==> src/io_pin_config_defs.svh <==
// Register pointers, field masks, reset values and widths of the pin configuration bank
`ifndef IO_PIN_CONFIG_DEFS_SVH
`define IO_PIN_CONFIG_DEFS_SVH

`define REG_ADDR_W          4
`define REG_DATA_W          16

`define ADDR_PIN_PULLDOWN   4'h6
`define ADDR_DAC_LOAD_MODE  4'h7
`define ADDR_GP_OUT_SELECT  4'h3
`define ADDR_GP_OUT_DATA    4'h4
`define ADDR_GP_IN_SELECT   4'h5
`define ADDR_POWERDOWN_REFERENCE_CONTROL    4'hB
`define ADDR_GP_IN_LEVEL    4'hC

`define MASK_PIN_FIELD      16'h00FF
`define MASK_LOAD_MODE      16'h0003
`define MASK_PD_REF         16'h06FF

`define RST_PULLDOWN        8'hFF
`define RST_PIN_FIELD       8'h00
`define RST_PD_REF          16'h0000

`define LOAD_MODE_LSB       0
`define PD_ALL_BIT          10
`define REF_ENABLE_BIT      9

`endif

==> src/io_pin_config_pkg.sv <==
// Types shared by the pin configuration bank
package io_pin_config_pkg;

    typedef enum logic [1:0] {
        LOAD_IMMEDIATE = 2'h0,
        LOAD_HOLD      = 2'h1,
        LOAD_TRANSFER  = 2'h2,
        LOAD_SPARE     = 2'h3
    } dac_load_mode_t;

    typedef enum logic [2:0] {
        XFER_IDLE   = 3'h1,
        XFER_COPY   = 3'h2,
        XFER_COMMIT = 3'h4
    } xfer_state_t;

endpackage

==> src/dac_input_mem_if.sv <==
// Write and read port of the DAC input register store
`timescale 1ns/1ns
`default_nettype none
interface dac_input_mem_if #(
    parameter int CHANNELS = 8,
    parameter int DAC_BITS = 12
);
    logic                        wr_en;
    logic [$clog2(CHANNELS)-1:0] wr_addr;
    logic [DAC_BITS-1:0]         wr_data;
    logic                        rd_en;
    logic [$clog2(CHANNELS)-1:0] rd_addr;
    logic [DAC_BITS-1:0]         rd_data;

    modport user (output wr_en, wr_addr, wr_data, rd_en, rd_addr, input rd_data);
    modport store (input wr_en, wr_addr, wr_data, rd_en, rd_addr, output rd_data);
endinterface
`default_nettype wire

==> src/dac_input_mem.sv <==
// DAC input registers, one word per channel, registered read
`timescale 1ns/1ns
`default_nettype none
module dac_input_mem #(
    parameter int CHANNELS = 8,
    parameter int DAC_BITS = 12
) (
    // Clock
    input wire logic        ref_clk,
    // Ports
    dac_input_mem_if.store  mem
);
    logic [DAC_BITS-1:0] words [CHANNELS];

    always_ff @(posedge ref_clk) begin
        if (mem.wr_en) begin
            words[mem.wr_addr] <= mem.wr_data;
        end
    end

    always_ff @(posedge ref_clk) begin
        if (mem.rd_en) begin
            mem.rd_data <= words[mem.rd_addr];
        end
    end
endmodule // dac_input_mem
`default_nettype wire

==> src/io_pin_config_dac_load_transfer_regs.sv <==
// Pin configuration registers and DAC load control
// Function
// - Pull-down bit 1 ties pin weakly to ground; 0 leaves other registers in charge.
// - Every pull-down enable bit resets to one and is host readable and writable.
// - Load mode field is bits 1:0, resets zero; bits 15:2 read-only.
// - Mode 00: input register write goes straight to DAC register and output.
// - Mode 01: writes only land in input registers; DAC outputs stay unchanged.
// - Writing mode 10 copies all input registers, then updates all outputs together.
// - Output-select bit n makes pin n a general-purpose output unless input-select bit n is also set.
// - Output data bit drives the output pin high when 1, low when 0.
// - Input-select bit n makes pin n a general-purpose input.
// - Select, data, input and load mode registers reset to zero.
// - Power-down and reference control register resets to zero, drives power-down and reference.
`timescale 1ns/1ns
`default_nettype none
`include "io_pin_config_defs.svh"
module io_pin_config_dac_load_transfer_regs #(
    parameter int CHANNELS = 8,
    parameter int DAC_BITS = 12
) (
    // Clock and reset
    input  wire logic                             ref_clk,
    input  wire logic                             reset_n,
    // Register port
    input  wire logic                             reg_wr,
    input  wire logic                             reg_rd,
    input  wire logic [`REG_ADDR_W-1:0]           reg_addr,
    input  wire logic [`REG_DATA_W-1:0]           reg_wdata,
    output logic      [`REG_DATA_W-1:0]           reg_rdata,
    output logic                                  reg_rvalid,
    // DAC input register writes
    input  wire logic                             dac_wr,
    input  wire logic [$clog2(CHANNELS)-1:0]      dac_ch,
    input  wire logic [DAC_BITS-1:0]              dac_data,
    // DAC registers
    output logic      [CHANNELS-1:0][DAC_BITS-1:0] dac_value,
    output logic                                  dac_update,
    output logic                                  xfer_busy,
    // Pins
    input  wire logic [7:0]                       io_in,
    output logic      [7:0]                       io_out,
    output logic      [7:0]                       io_oe,
    output logic      [7:0]                       weak_sink_enable,
    // Power control
    output logic      [7:0]                       dac_powerdown,
    output logic                                  reference_enable,
    output logic                                  powerdown_all
);
    localparam int IDXW = $clog2(CHANNELS + 1);
    localparam int CHW  = $clog2(CHANNELS);
    localparam logic [IDXW-1:0] IDX_END = IDXW'(CHANNELS);
    localparam logic [CHW-1:0]  CH_LAST = CHW'(CHANNELS - 1);

    io_pin_config_pkg::dac_load_mode_t dac_load_mode;
    io_pin_config_pkg::xfer_state_t    xfer_state;
    logic [7:0]                        gp_output_select;
    logic [7:0]                        gp_output_data;
    logic [7:0]                        gp_input_select;
    logic [15:0]                       powerdown_reference_control;
    logic [7:0]                        gp_input_level;
    logic [IDXW-1:0]                   xfer_idx;
    logic                              rd_pending;
    logic [CHW-1:0]                    rd_idx;
    logic [CHANNELS-1:0][DAC_BITS-1:0] staging;
    logic                              start_xfer;

    dac_input_mem_if #(.CHANNELS(CHANNELS), .DAC_BITS(DAC_BITS)) mem ();

    dac_input_mem #(.CHANNELS(CHANNELS), .DAC_BITS(DAC_BITS)) u_store (
        .ref_clk (ref_clk),
        .mem     (mem)
    );

    function automatic logic hit(input logic [`REG_ADDR_W-1:0] a,
                                 input logic [`REG_ADDR_W-1:0] target);
        return a == target;
    endfunction

    assign start_xfer = reg_wr && hit(reg_addr, `ADDR_DAC_LOAD_MODE)
                        && (reg_wdata[1:0] == io_pin_config_pkg::LOAD_TRANSFER);
    assign mem.wr_en   = dac_wr;
    assign mem.wr_addr = dac_ch;
    assign mem.wr_data = dac_data;
    assign mem.rd_en   = (xfer_state == io_pin_config_pkg::XFER_COPY) && (xfer_idx != IDX_END);
    assign mem.rd_addr = xfer_idx[CHW-1:0];

    // Configuration writes; reserved bits are masked off
    always_ff @(posedge ref_clk) begin
        if (!reset_n) begin
            weak_sink_enable <= `RST_PULLDOWN;
            dac_load_mode    <= io_pin_config_pkg::LOAD_IMMEDIATE;
            gp_output_select <= `RST_PIN_FIELD;
            gp_output_data   <= `RST_PIN_FIELD;
            gp_input_select  <= `RST_PIN_FIELD;
            powerdown_reference_control <= `RST_PD_REF;
        end else if (reg_wr) begin
            if (hit(reg_addr, `ADDR_PIN_PULLDOWN)) begin
                weak_sink_enable <= reg_wdata[7:0];
            end
            if (hit(reg_addr, `ADDR_DAC_LOAD_MODE)) begin
                dac_load_mode <= io_pin_config_pkg::dac_load_mode_t'(reg_wdata[1:0]);
            end
            if (hit(reg_addr, `ADDR_GP_OUT_SELECT)) begin
                gp_output_select <= reg_wdata[7:0];
            end
            if (hit(reg_addr, `ADDR_GP_OUT_DATA)) begin
                gp_output_data <= reg_wdata[7:0];
            end
            if (hit(reg_addr, `ADDR_GP_IN_SELECT)) begin
                gp_input_select <= reg_wdata[7:0];
            end
            if (hit(reg_addr, `ADDR_POWERDOWN_REFERENCE_CONTROL)) begin
                powerdown_reference_control <= reg_wdata & `MASK_PD_REF;
            end
        end
    end

    // Register reads, answered one cycle after the strobe
    always_ff @(posedge ref_clk) begin
        if (!reset_n) begin
            reg_rdata  <= 16'h0000;
            reg_rvalid <= 1'b0;
        end else begin
            reg_rvalid <= reg_rd;
            if (reg_rd) begin
                unique case (reg_addr)
                    `ADDR_PIN_PULLDOWN:  reg_rdata <= {8'h00, weak_sink_enable};
                    `ADDR_DAC_LOAD_MODE: reg_rdata <= {14'h0000, dac_load_mode};
                    `ADDR_GP_OUT_SELECT: reg_rdata <= {8'h00, gp_output_select};
                    `ADDR_GP_OUT_DATA:   reg_rdata <= {8'h00, gp_output_data};
                    `ADDR_GP_IN_SELECT:  reg_rdata <= {8'h00, gp_input_select};
                    `ADDR_POWERDOWN_REFERENCE_CONTROL:   reg_rdata <= powerdown_reference_control;
                    `ADDR_GP_IN_LEVEL:   reg_rdata <= {8'h00, gp_input_level};
                    default:             reg_rdata <= 16'h0000;
                endcase
            end
        end
    end

    // Pin drive and sampling; input selection takes precedence over output
    always_ff @(posedge ref_clk) begin
        if (!reset_n) begin
            io_oe          <= 8'h00;
            io_out         <= 8'h00;
            gp_input_level <= 8'h00;
        end else begin
            io_oe          <= gp_output_select & ~gp_input_select;
            io_out         <= gp_output_data;
            gp_input_level <= io_in & gp_input_select;
        end
    end

    always_ff @(posedge ref_clk) begin
        if (!reset_n) begin
            dac_powerdown    <= 8'h00;
            reference_enable <= 1'b0;
            powerdown_all    <= 1'b0;
        end else begin
            dac_powerdown    <= powerdown_reference_control[7:0];
            reference_enable <= powerdown_reference_control[`REF_ENABLE_BIT];
            powerdown_all    <= powerdown_reference_control[`PD_ALL_BIT];
        end
    end

    // Bulk transfer: read each input register, then commit all at once
    always_ff @(posedge ref_clk) begin
        if (!reset_n) begin
            xfer_state <= io_pin_config_pkg::XFER_IDLE;
            xfer_idx   <= '0;
            rd_pending <= 1'b0;
            rd_idx     <= '0;
            xfer_busy  <= 1'b0;
        end else begin
            rd_pending <= mem.rd_en;
            rd_idx     <= xfer_idx[CHW-1:0];
            unique case (xfer_state)
                io_pin_config_pkg::XFER_IDLE: begin
                    if (start_xfer) begin
                        xfer_state <= io_pin_config_pkg::XFER_COPY;
                        xfer_idx   <= '0;
                        xfer_busy  <= 1'b1;
                    end
                end
                io_pin_config_pkg::XFER_COPY: begin
                    if (xfer_idx != IDX_END) begin
                        xfer_idx <= xfer_idx + IDXW'(1);
                    end
                    if (rd_pending && rd_idx == CH_LAST) begin
                        xfer_state <= io_pin_config_pkg::XFER_COMMIT;
                    end
                end
                io_pin_config_pkg::XFER_COMMIT: begin
                    xfer_state <= io_pin_config_pkg::XFER_IDLE;
                    xfer_busy  <= 1'b0;
                end
            endcase
        end
    end

    always_ff @(posedge ref_clk) begin
        if (rd_pending) begin
            staging[rd_idx] <= mem.rd_data;
        end
    end

    // DAC registers; an immediate write after the commit in the same cycle wins
    always_ff @(posedge ref_clk) begin
        if (!reset_n) begin
            dac_value  <= '0;
            dac_update <= 1'b0;
        end else begin
            dac_update <= 1'b0;
            if (xfer_state == io_pin_config_pkg::XFER_COMMIT) begin
                dac_value  <= staging;
                dac_update <= 1'b1;
            end
            if (dac_wr && dac_load_mode == io_pin_config_pkg::LOAD_IMMEDIATE) begin
                dac_value[dac_ch] <= dac_data;
                dac_update        <= 1'b1;
            end
        end
    end
endmodule // io_pin_config_dac_load_transfer_regs
`default_nettype wire

==> config.mk <==
export PLATFORM = sky130hd
export DESIGN_NAME = io_pin_config_dac_load_transfer_regs
export DESIGN_NICKNAME = d
export VERILOG_FILES = /design/src/io_pin_config_pkg.sv /design/src/dac_input_mem_if.sv /design/src/dac_input_mem.sv /design/src/io_pin_config_dac_load_transfer_regs.sv
export VERILOG_INCLUDE_DIRS = /design/src
export SDC_FILE = /design/constraint.sdc
export NUM_CORES = 1
export LEC_CHECK = 0
export BUFFER_PORTS_ARGS = -buffer_cell sky130_fd_sc_hd__buf_2
export CORE_AREA = 4 4 217 219
export CTS_CLUSTER_SIZE = 14
export DETAILED_ROUTE_END_ITERATION = 10
export DIE_AREA = 0 0 221 223
export SLEW_MARGIN = 20
export SYNTH_ARGS = -nofsm -noshare
export SYNTH_HDL_FRONTEND = slang
export SYNTH_HIERARCHICAL = 1
export SYNTH_SLANG_ARGS = --single-unit
export TNS_END_PERCENT = 50
==> constraint.sdc <==
create_clock -name ref_clk -period 2.7 [get_ports ref_clk]
set_input_delay 0.675 -clock ref_clk [delete_from_list [all_inputs] [get_ports ref_clk]]
set_output_delay 0.675 -clock ref_clk [all_outputs]
set_load 0.05 [all_outputs]
==> Word-level counts from Yosys, hierarchy flattened <==
Memory sizes are Yosys's and may differ from the RTL's. A register that Yosys moved wholly into a read port is not among the register bits.
Index checks and enable logic that the tools add are counted.
{ "totals": {"ff_bits": 300, "ram_bits": 96, "in_bits": 48, "elab_cells": 102, "n_memories": 1} }
{ "memory_table": {"columns": ["memory", "words", "word_bits", "rd", "rd_clocked_by_memory_dff", "wr", "line_no", "source"], "rows": [
  ["u_store.words", 8, 12, 1, 1, 1, "dac_input_mem.sv:13", "logic [DAC_BITS-1:0] words [CHANNELS];"]
]} }
{ "classes": {"addsub": 1, "magnitude_cmp": 4, "eq_ne": 16, "mux": 22, "n_bitwise": 3, "reduce_logical": 19} }
{ "ops": {"columns": ["op", "count"], "rows": [
  ["96-bit two-way mux", 3],
  ["96-bit bitwise mux", 2],
  ["11-bit case mux with 7 select lines", 1],
  ["12-bit demux with 3-bit select", 2],
  ["12-bit two-way mux", 2],
  ["8-bit AND", 2],
  ["4-bit by 3-bit == test with 1-bit output (second input constant)", 4],
  ["2-bit AND reduction", 8],
  ["3-bit case mux with 3 select lines", 1],
  ["4-bit == test (second input constant)", 2],
  ["3-bit by 4-bit < comparator with 1-bit output (second input constant)", 2],
  ["4-bit two-way mux", 2],
  ["8-bit NOT", 1],
  ["4-bit case mux with 2 select lines", 1],
  ["1-bit logical AND", 7],
  ["3-bit == test (second input constant)", 2],
  ["3-bit by 1-bit >= comparator with 1-bit output (second input constant)", 2],
  ["3-bit two-way mux", 2],
  ["1-bit two-way mux", 5],
  ["4-bit by 1-bit adder with 4-bit output (second input constant)", 1],
  ["4-bit by 2-bit == test with 1-bit output (second input constant)", 1],
  ["2-bit by 1-bit != test with 1-bit output (second input constant)", 2],
  ["4-bit != test (second input constant)", 1],
  ["2-bit nonzero test", 2],
  ["other kinds (7)", 7]
]} }

==> Logic depth before layout (Yosys ltp) <==
{ "depth": {"depth_word": 6, "ltp_mapped": 7} }

==> Modules after synthesis <==
Netlist, hierarchy kept.
{ "modules_own_cells": {"columns": ["module", "instances", "cells_each", "area_per_inst_um2", "seq_area_each_um2"], "rows": [
  ["io_pin_config_dac_load_transfer_regs", 1, 988, 11572.3, 6846.6],
  ["dac_input_mem", 1, 164, 4107.7, 3243.1]
]} }

==> Least setup slack after synthesis <==
OpenSTA, ideal clock, no wires.
{ "synth_path": {"path_kind": "input -> register", "startpoint": "input dac_ch[2]", "endpoint": "memory u_store.words[0][0] (enable)", "t_arrival_ns": 1.720, "required_time_ns": 2.304, "slack_ns": 0.584, "cell_stages": 2, "n_path_buf": 0, "cell_sequence": "nand2b_1 > nor3_1"} }
{ "synth_lines": {"columns": ["item", "line_no", "source"], "rows": [
  ["start, declared", "io_pin_config_dac_load_transfer_regs.sv:33", "input wire logic [$clog2(CHANNELS)-1:0] dac_ch,"],
  ["end, declared", "dac_input_mem.sv:13", null]
]} }
No word-level cell before the write port.

==> Worst setup path after layout <==
{ "layout_path": {"startpoint": "register xfer_state[2]", "endpoint": "register dac_value[45] in the netlist's numbering"} }
{ "layout_via": {"elab_chain_cells": 5} }
{ "layout_rtl": {"columns": ["item", "line_no", "source"], "rows": [
  ["start, declared", "io_pin_config_dac_load_transfer_regs.sv:55", "io_pin_config_pkg::xfer_state_t xfer_state;"],
  ["start signal, assigned", "io_pin_config_dac_load_transfer_regs.sv:168", "xfer_state <= io_pin_config_pkg::XFER_IDLE;"],
  ["start signal, assigned", "io_pin_config_dac_load_transfer_regs.sv:179", "xfer_state <= io_pin_config_pkg::XFER_COPY;"],
  ["start signal, assigned", "io_pin_config_dac_load_transfer_regs.sv:189", "xfer_state <= io_pin_config_pkg::XFER_COMMIT;"],
  ["3-bit == test (*)", "io_pin_config_dac_load_transfer_regs.sv:213", "if (xfer_state == io_pin_config_pkg::XFER_COMMIT) begin"],
  ["96-bit two-way mux (*)", "io_pin_config_dac_load_transfer_regs.sv:213", null],
  ["96-bit two-way mux (*)", "io_pin_config_dac_load_transfer_regs.sv:208", "if (!reset_n) begin"],
  ["96-bit bitwise mux", "io_pin_config_dac_load_transfer_regs.sv:218", "dac_value[dac_ch] <= dac_data;"],
  ["96-bit two-way mux (*)", "io_pin_config_dac_load_transfer_regs.sv:217", "if (dac_wr && dac_load_mode == io_pin_config_pkg::LOAD_IMMEDIATE) begin"],
  ["end signal, assigned", "io_pin_config_dac_load_transfer_regs.sv:214", "dac_value <= staging;"],
  ["end signal, assigned by index", "io_pin_config_dac_load_transfer_regs.sv:218", null],
  ["end, declared", "io_pin_config_dac_load_transfer_regs.sv:36", "output logic [CHANNELS-1:0][DAC_BITS-1:0] dac_value,"]
]} }
Every way passes the cells marked *; elsewhere a longest branch is shown, timed or not. The select of a mux whose other input is x is not followed.
A chain may end at the register's enable or synchronous reset.

==> flow_summary.json <==
{
  "wl_mm": 42.0,
  "drv_cap": 0,
  "ant_nets": 0,
  "worstHoldStart": "io_in[5]",
  "clockBufferDepth": 3,
  "cts_tree": "done",
  "synth_top_area_cell": "edfxtp_1",
  "end_kind": "register",
  "path_buf_inv": 1,
  "startpoint": "xfer_state[2]",
  "core_area_um2": 45100,
  "grt_pass1_wl_mm": 62.1,
  "yosysWarningCount": 6,
  "worst-endpoint-arrival_ns": 2.42,
  "synth_area_per_cell_um2": 13.6,
  "drtIter0Drc": 677,
  "cp-start-kind": "register",
  "period_minus_slack_ns": 1.97,
  "gr-total-overflow": 0,
  "drive_gt1_frac": 0.236,
  "finalCritPeriodShare": 0.728,
  "finClkSkew_ns": 0.0244,
  "track_usage": 0.164,
  "syn-cell-area_um2": 15700,
  "slew_headroom": 0.506,
  "cts_buffers": 43,
  "via_per_inst": 5.03,
  "rows": 78,
  "peakVddDrop_uv": 429,
  "status": "complete, no violations",
  "firstDrtPassIters": 5,
  "dr_total_vias": 9925,
  "reg2reg_from": "xfer_state[2]",
  "crit_family": "simple AND/OR/NAND/NOR gates",
  "synth_area_leaders": "edfxtp_1 39%, dfxtp_1 25%, mux2i_1 8.0%",
  "die_h_um": 223,
  "cts_resized": 0,
  "final_area_um2": 18800,
  "grt_max_degree": 69,
  "wire_per_inst_um": 21.3,
  "dpl.hpwl_mm": 26.8,
  "dieArea_um2": 49300,
  "grt_pass1_vias": 9704,
  "ys_ff_latch": 402,
  "antenna_found_initial": 6,
  "netlist.area_leader.share": 0.391,
  "path_cells": "nor3b_4, buf_4, mux2i_1, nand2_1, o211a_1",
  "fill_cells": 4201,
  "cts_hold_buf": 0,
  "slowest_delay_ns": 0.65,
  "cts.sinks": 402,
  "clk_pin_slew_ns": 0.06,
  "fmax_mhz": 509,
  "synthArstFlopShare": 0,
  "crit_fanout": 13,
  "rsz0062_at_grt": "false",
  "power.density_nw_per_um2": 724,
  "synth_cell_type_count": 44,
  "postCtsSetupBuffers": 0,
  "numPlacedInstances": 1892,
  "die_x_um": 221,
  "critPathRequiredTime_ns": 3.15,
  "area_delta_synth_final_pct": 20.1,
  "hp-class": "in2reg",
  "path_class": "reg2reg",
  "nNetsFinal": 1387,
  "final_max_slew_viol_count": 0,
  "crit_slowest_cell": "nor3b_4",
  "ys_seq_area_frac": 0.643,
  "finalNonFillerCells": 1973,
  "synth_edf_count": 204,
  "postPlaceCellArea_um2": 17300,
  "finalWeightedCongestion": 0.753,
  "clock-root-buffer": "clkbuf_16",
  "port_buffers": 184,
  "netlist_instances": 1152,
  "p_leak_nw": 8.01,
  "drc": 0,
  "hold_violations": 0,
  "multi_input_area_um2": 5130,
  "ios": 197,
  "tns_ns": 0,
  "setup_viol": 0,
  "ff_latch_area_um2": 10100,
  "htreeDepth": 2,
  "worstMarginPinSlew_ns": 0.741,
  "synth_flop_cell": "edfxtp_1",
  "initial_utilization": 0.348,
  "post-route-util": 0.418,
  "clk-insertion-delay-late_ns": 0.58
}
[per-stage QoR]
step	total power, mW	hold slack (ns)	setup WS, ns
final	13.6	0.346	0.734
after global routing	14.1	0.328	0.494
after CTS	13.8	0.309	0.682
after detailed placement	7.51	0.454	0.388
after global placement	7.49	0.457	0.407
after floorplan	7.23	0.420	0.584
[state kept, by name (all words and copies together) (netlist names), 10 cells and up]
name and flops:
dac_value 96, staging 96, u_store/words 96, u_store/mem.rd_data 12, powerdown_reference_control 10, reg_rdata 10
[layout make-up]
cell class	instances	share of cell area
Clock inverter	20	0.0142
Antenna cell	2	0.000266
Timing Repair Buffer	226	0.0687
Inverter	5	0.000997
Multi-Input combinational cell	659	0.273
Tap cell	600	0.0399
Clock buffer	59	0.0675
Sequential cell	402	0.536
[per-layer routing]
metal	up-vias	wire length, um	track usage	share of wire
met5	-	23	0	0.00055
met4	4	851	0.0405	0.020
met3	57	2200	0.0367	0.053
met2	272	19700	0.262	0.47
met1	4989	19200	0.229	0.46
li1	4603	-	-	-
[worst register-to-register path, stage by stage (launching register included)]
cell and delay (ns):
dfxtp_1 0.39, nor3b_4 0.65, buf_4 0.39, mux2i_1 0.22, nand2_1 0.07, o211a_1 0.13
[worst paths after layout]
check | end | slack [ns] | depth (start not counted)
min reg2reg | io_oe[6] | 0.47 | 2
max reg2reg | dac_value[45] | 0.73 | 5
min | gp_input_level[5] | 0.35 | 2
max | dac_value[45] | 0.73 | 5
[cells by family after synthesis]
| family | share of synthesized area |
|---|---|
| adders and majority gates | 0.00160 |
| and+or+nand+nor | 0.0991 |
| AOI/OAI and AO/OA | 0.0918 |
| DFF | 0.643 |
| other | 0.000239 |
| buffers and inverters | 0.0311 |
| xor gates and xnor gates | 0.000559 |
| muxes | 0.132 |
[where the power goes]
part	leakage, nW	internal, mW	switching, mW	total (mW)
clock network	0.760	3.80	2.45	6.25
logic	3.81	0.222	0.568	0.791
registers	3.45	6.51	0.0686	6.58
total	8.01	10.5	3.09	13.6
[cells in the final DEF, fill, tap and decap left out, drive strengths merged, types with 8 or more instances in the layout]
| master | n |
|---|---|
| nor2b | 28 |
| nand3b | 12 |
| and3 | 8 |
| nand3 | 27 |
| o211a | 97 |
| clkbuf | 59 |
| mux4 | 24 |
| a21boi | 23 |
| dfxtp | 198 |
| and2 | 24 |
| mux2i | 126 |
| buf | 226 |
| nand2 | 155 |
| o21ai | 13 |
| a21oi | 10 |
| clkinv | 14 |
| nand2b | 10 |
| nor3 | 10 |
| nor2 | 29 |
| mux2 | 17 |
| edfxtp | 204 |
[synthesized netlist by cell type, drive strengths merged (12+ instances only)]
cell / number
a21boi: 23
and2: 24
buf: 56
clkbuf: 35
dfxtp: 198
edfxtp: 204
mux2: 17
mux2i: 126
mux4: 24
nand2: 155
nand3: 27
nand3b: 12
nor2: 29
nor2b: 28
o211a: 97
o21ai: 13
(Power assumes the default switching activity.)
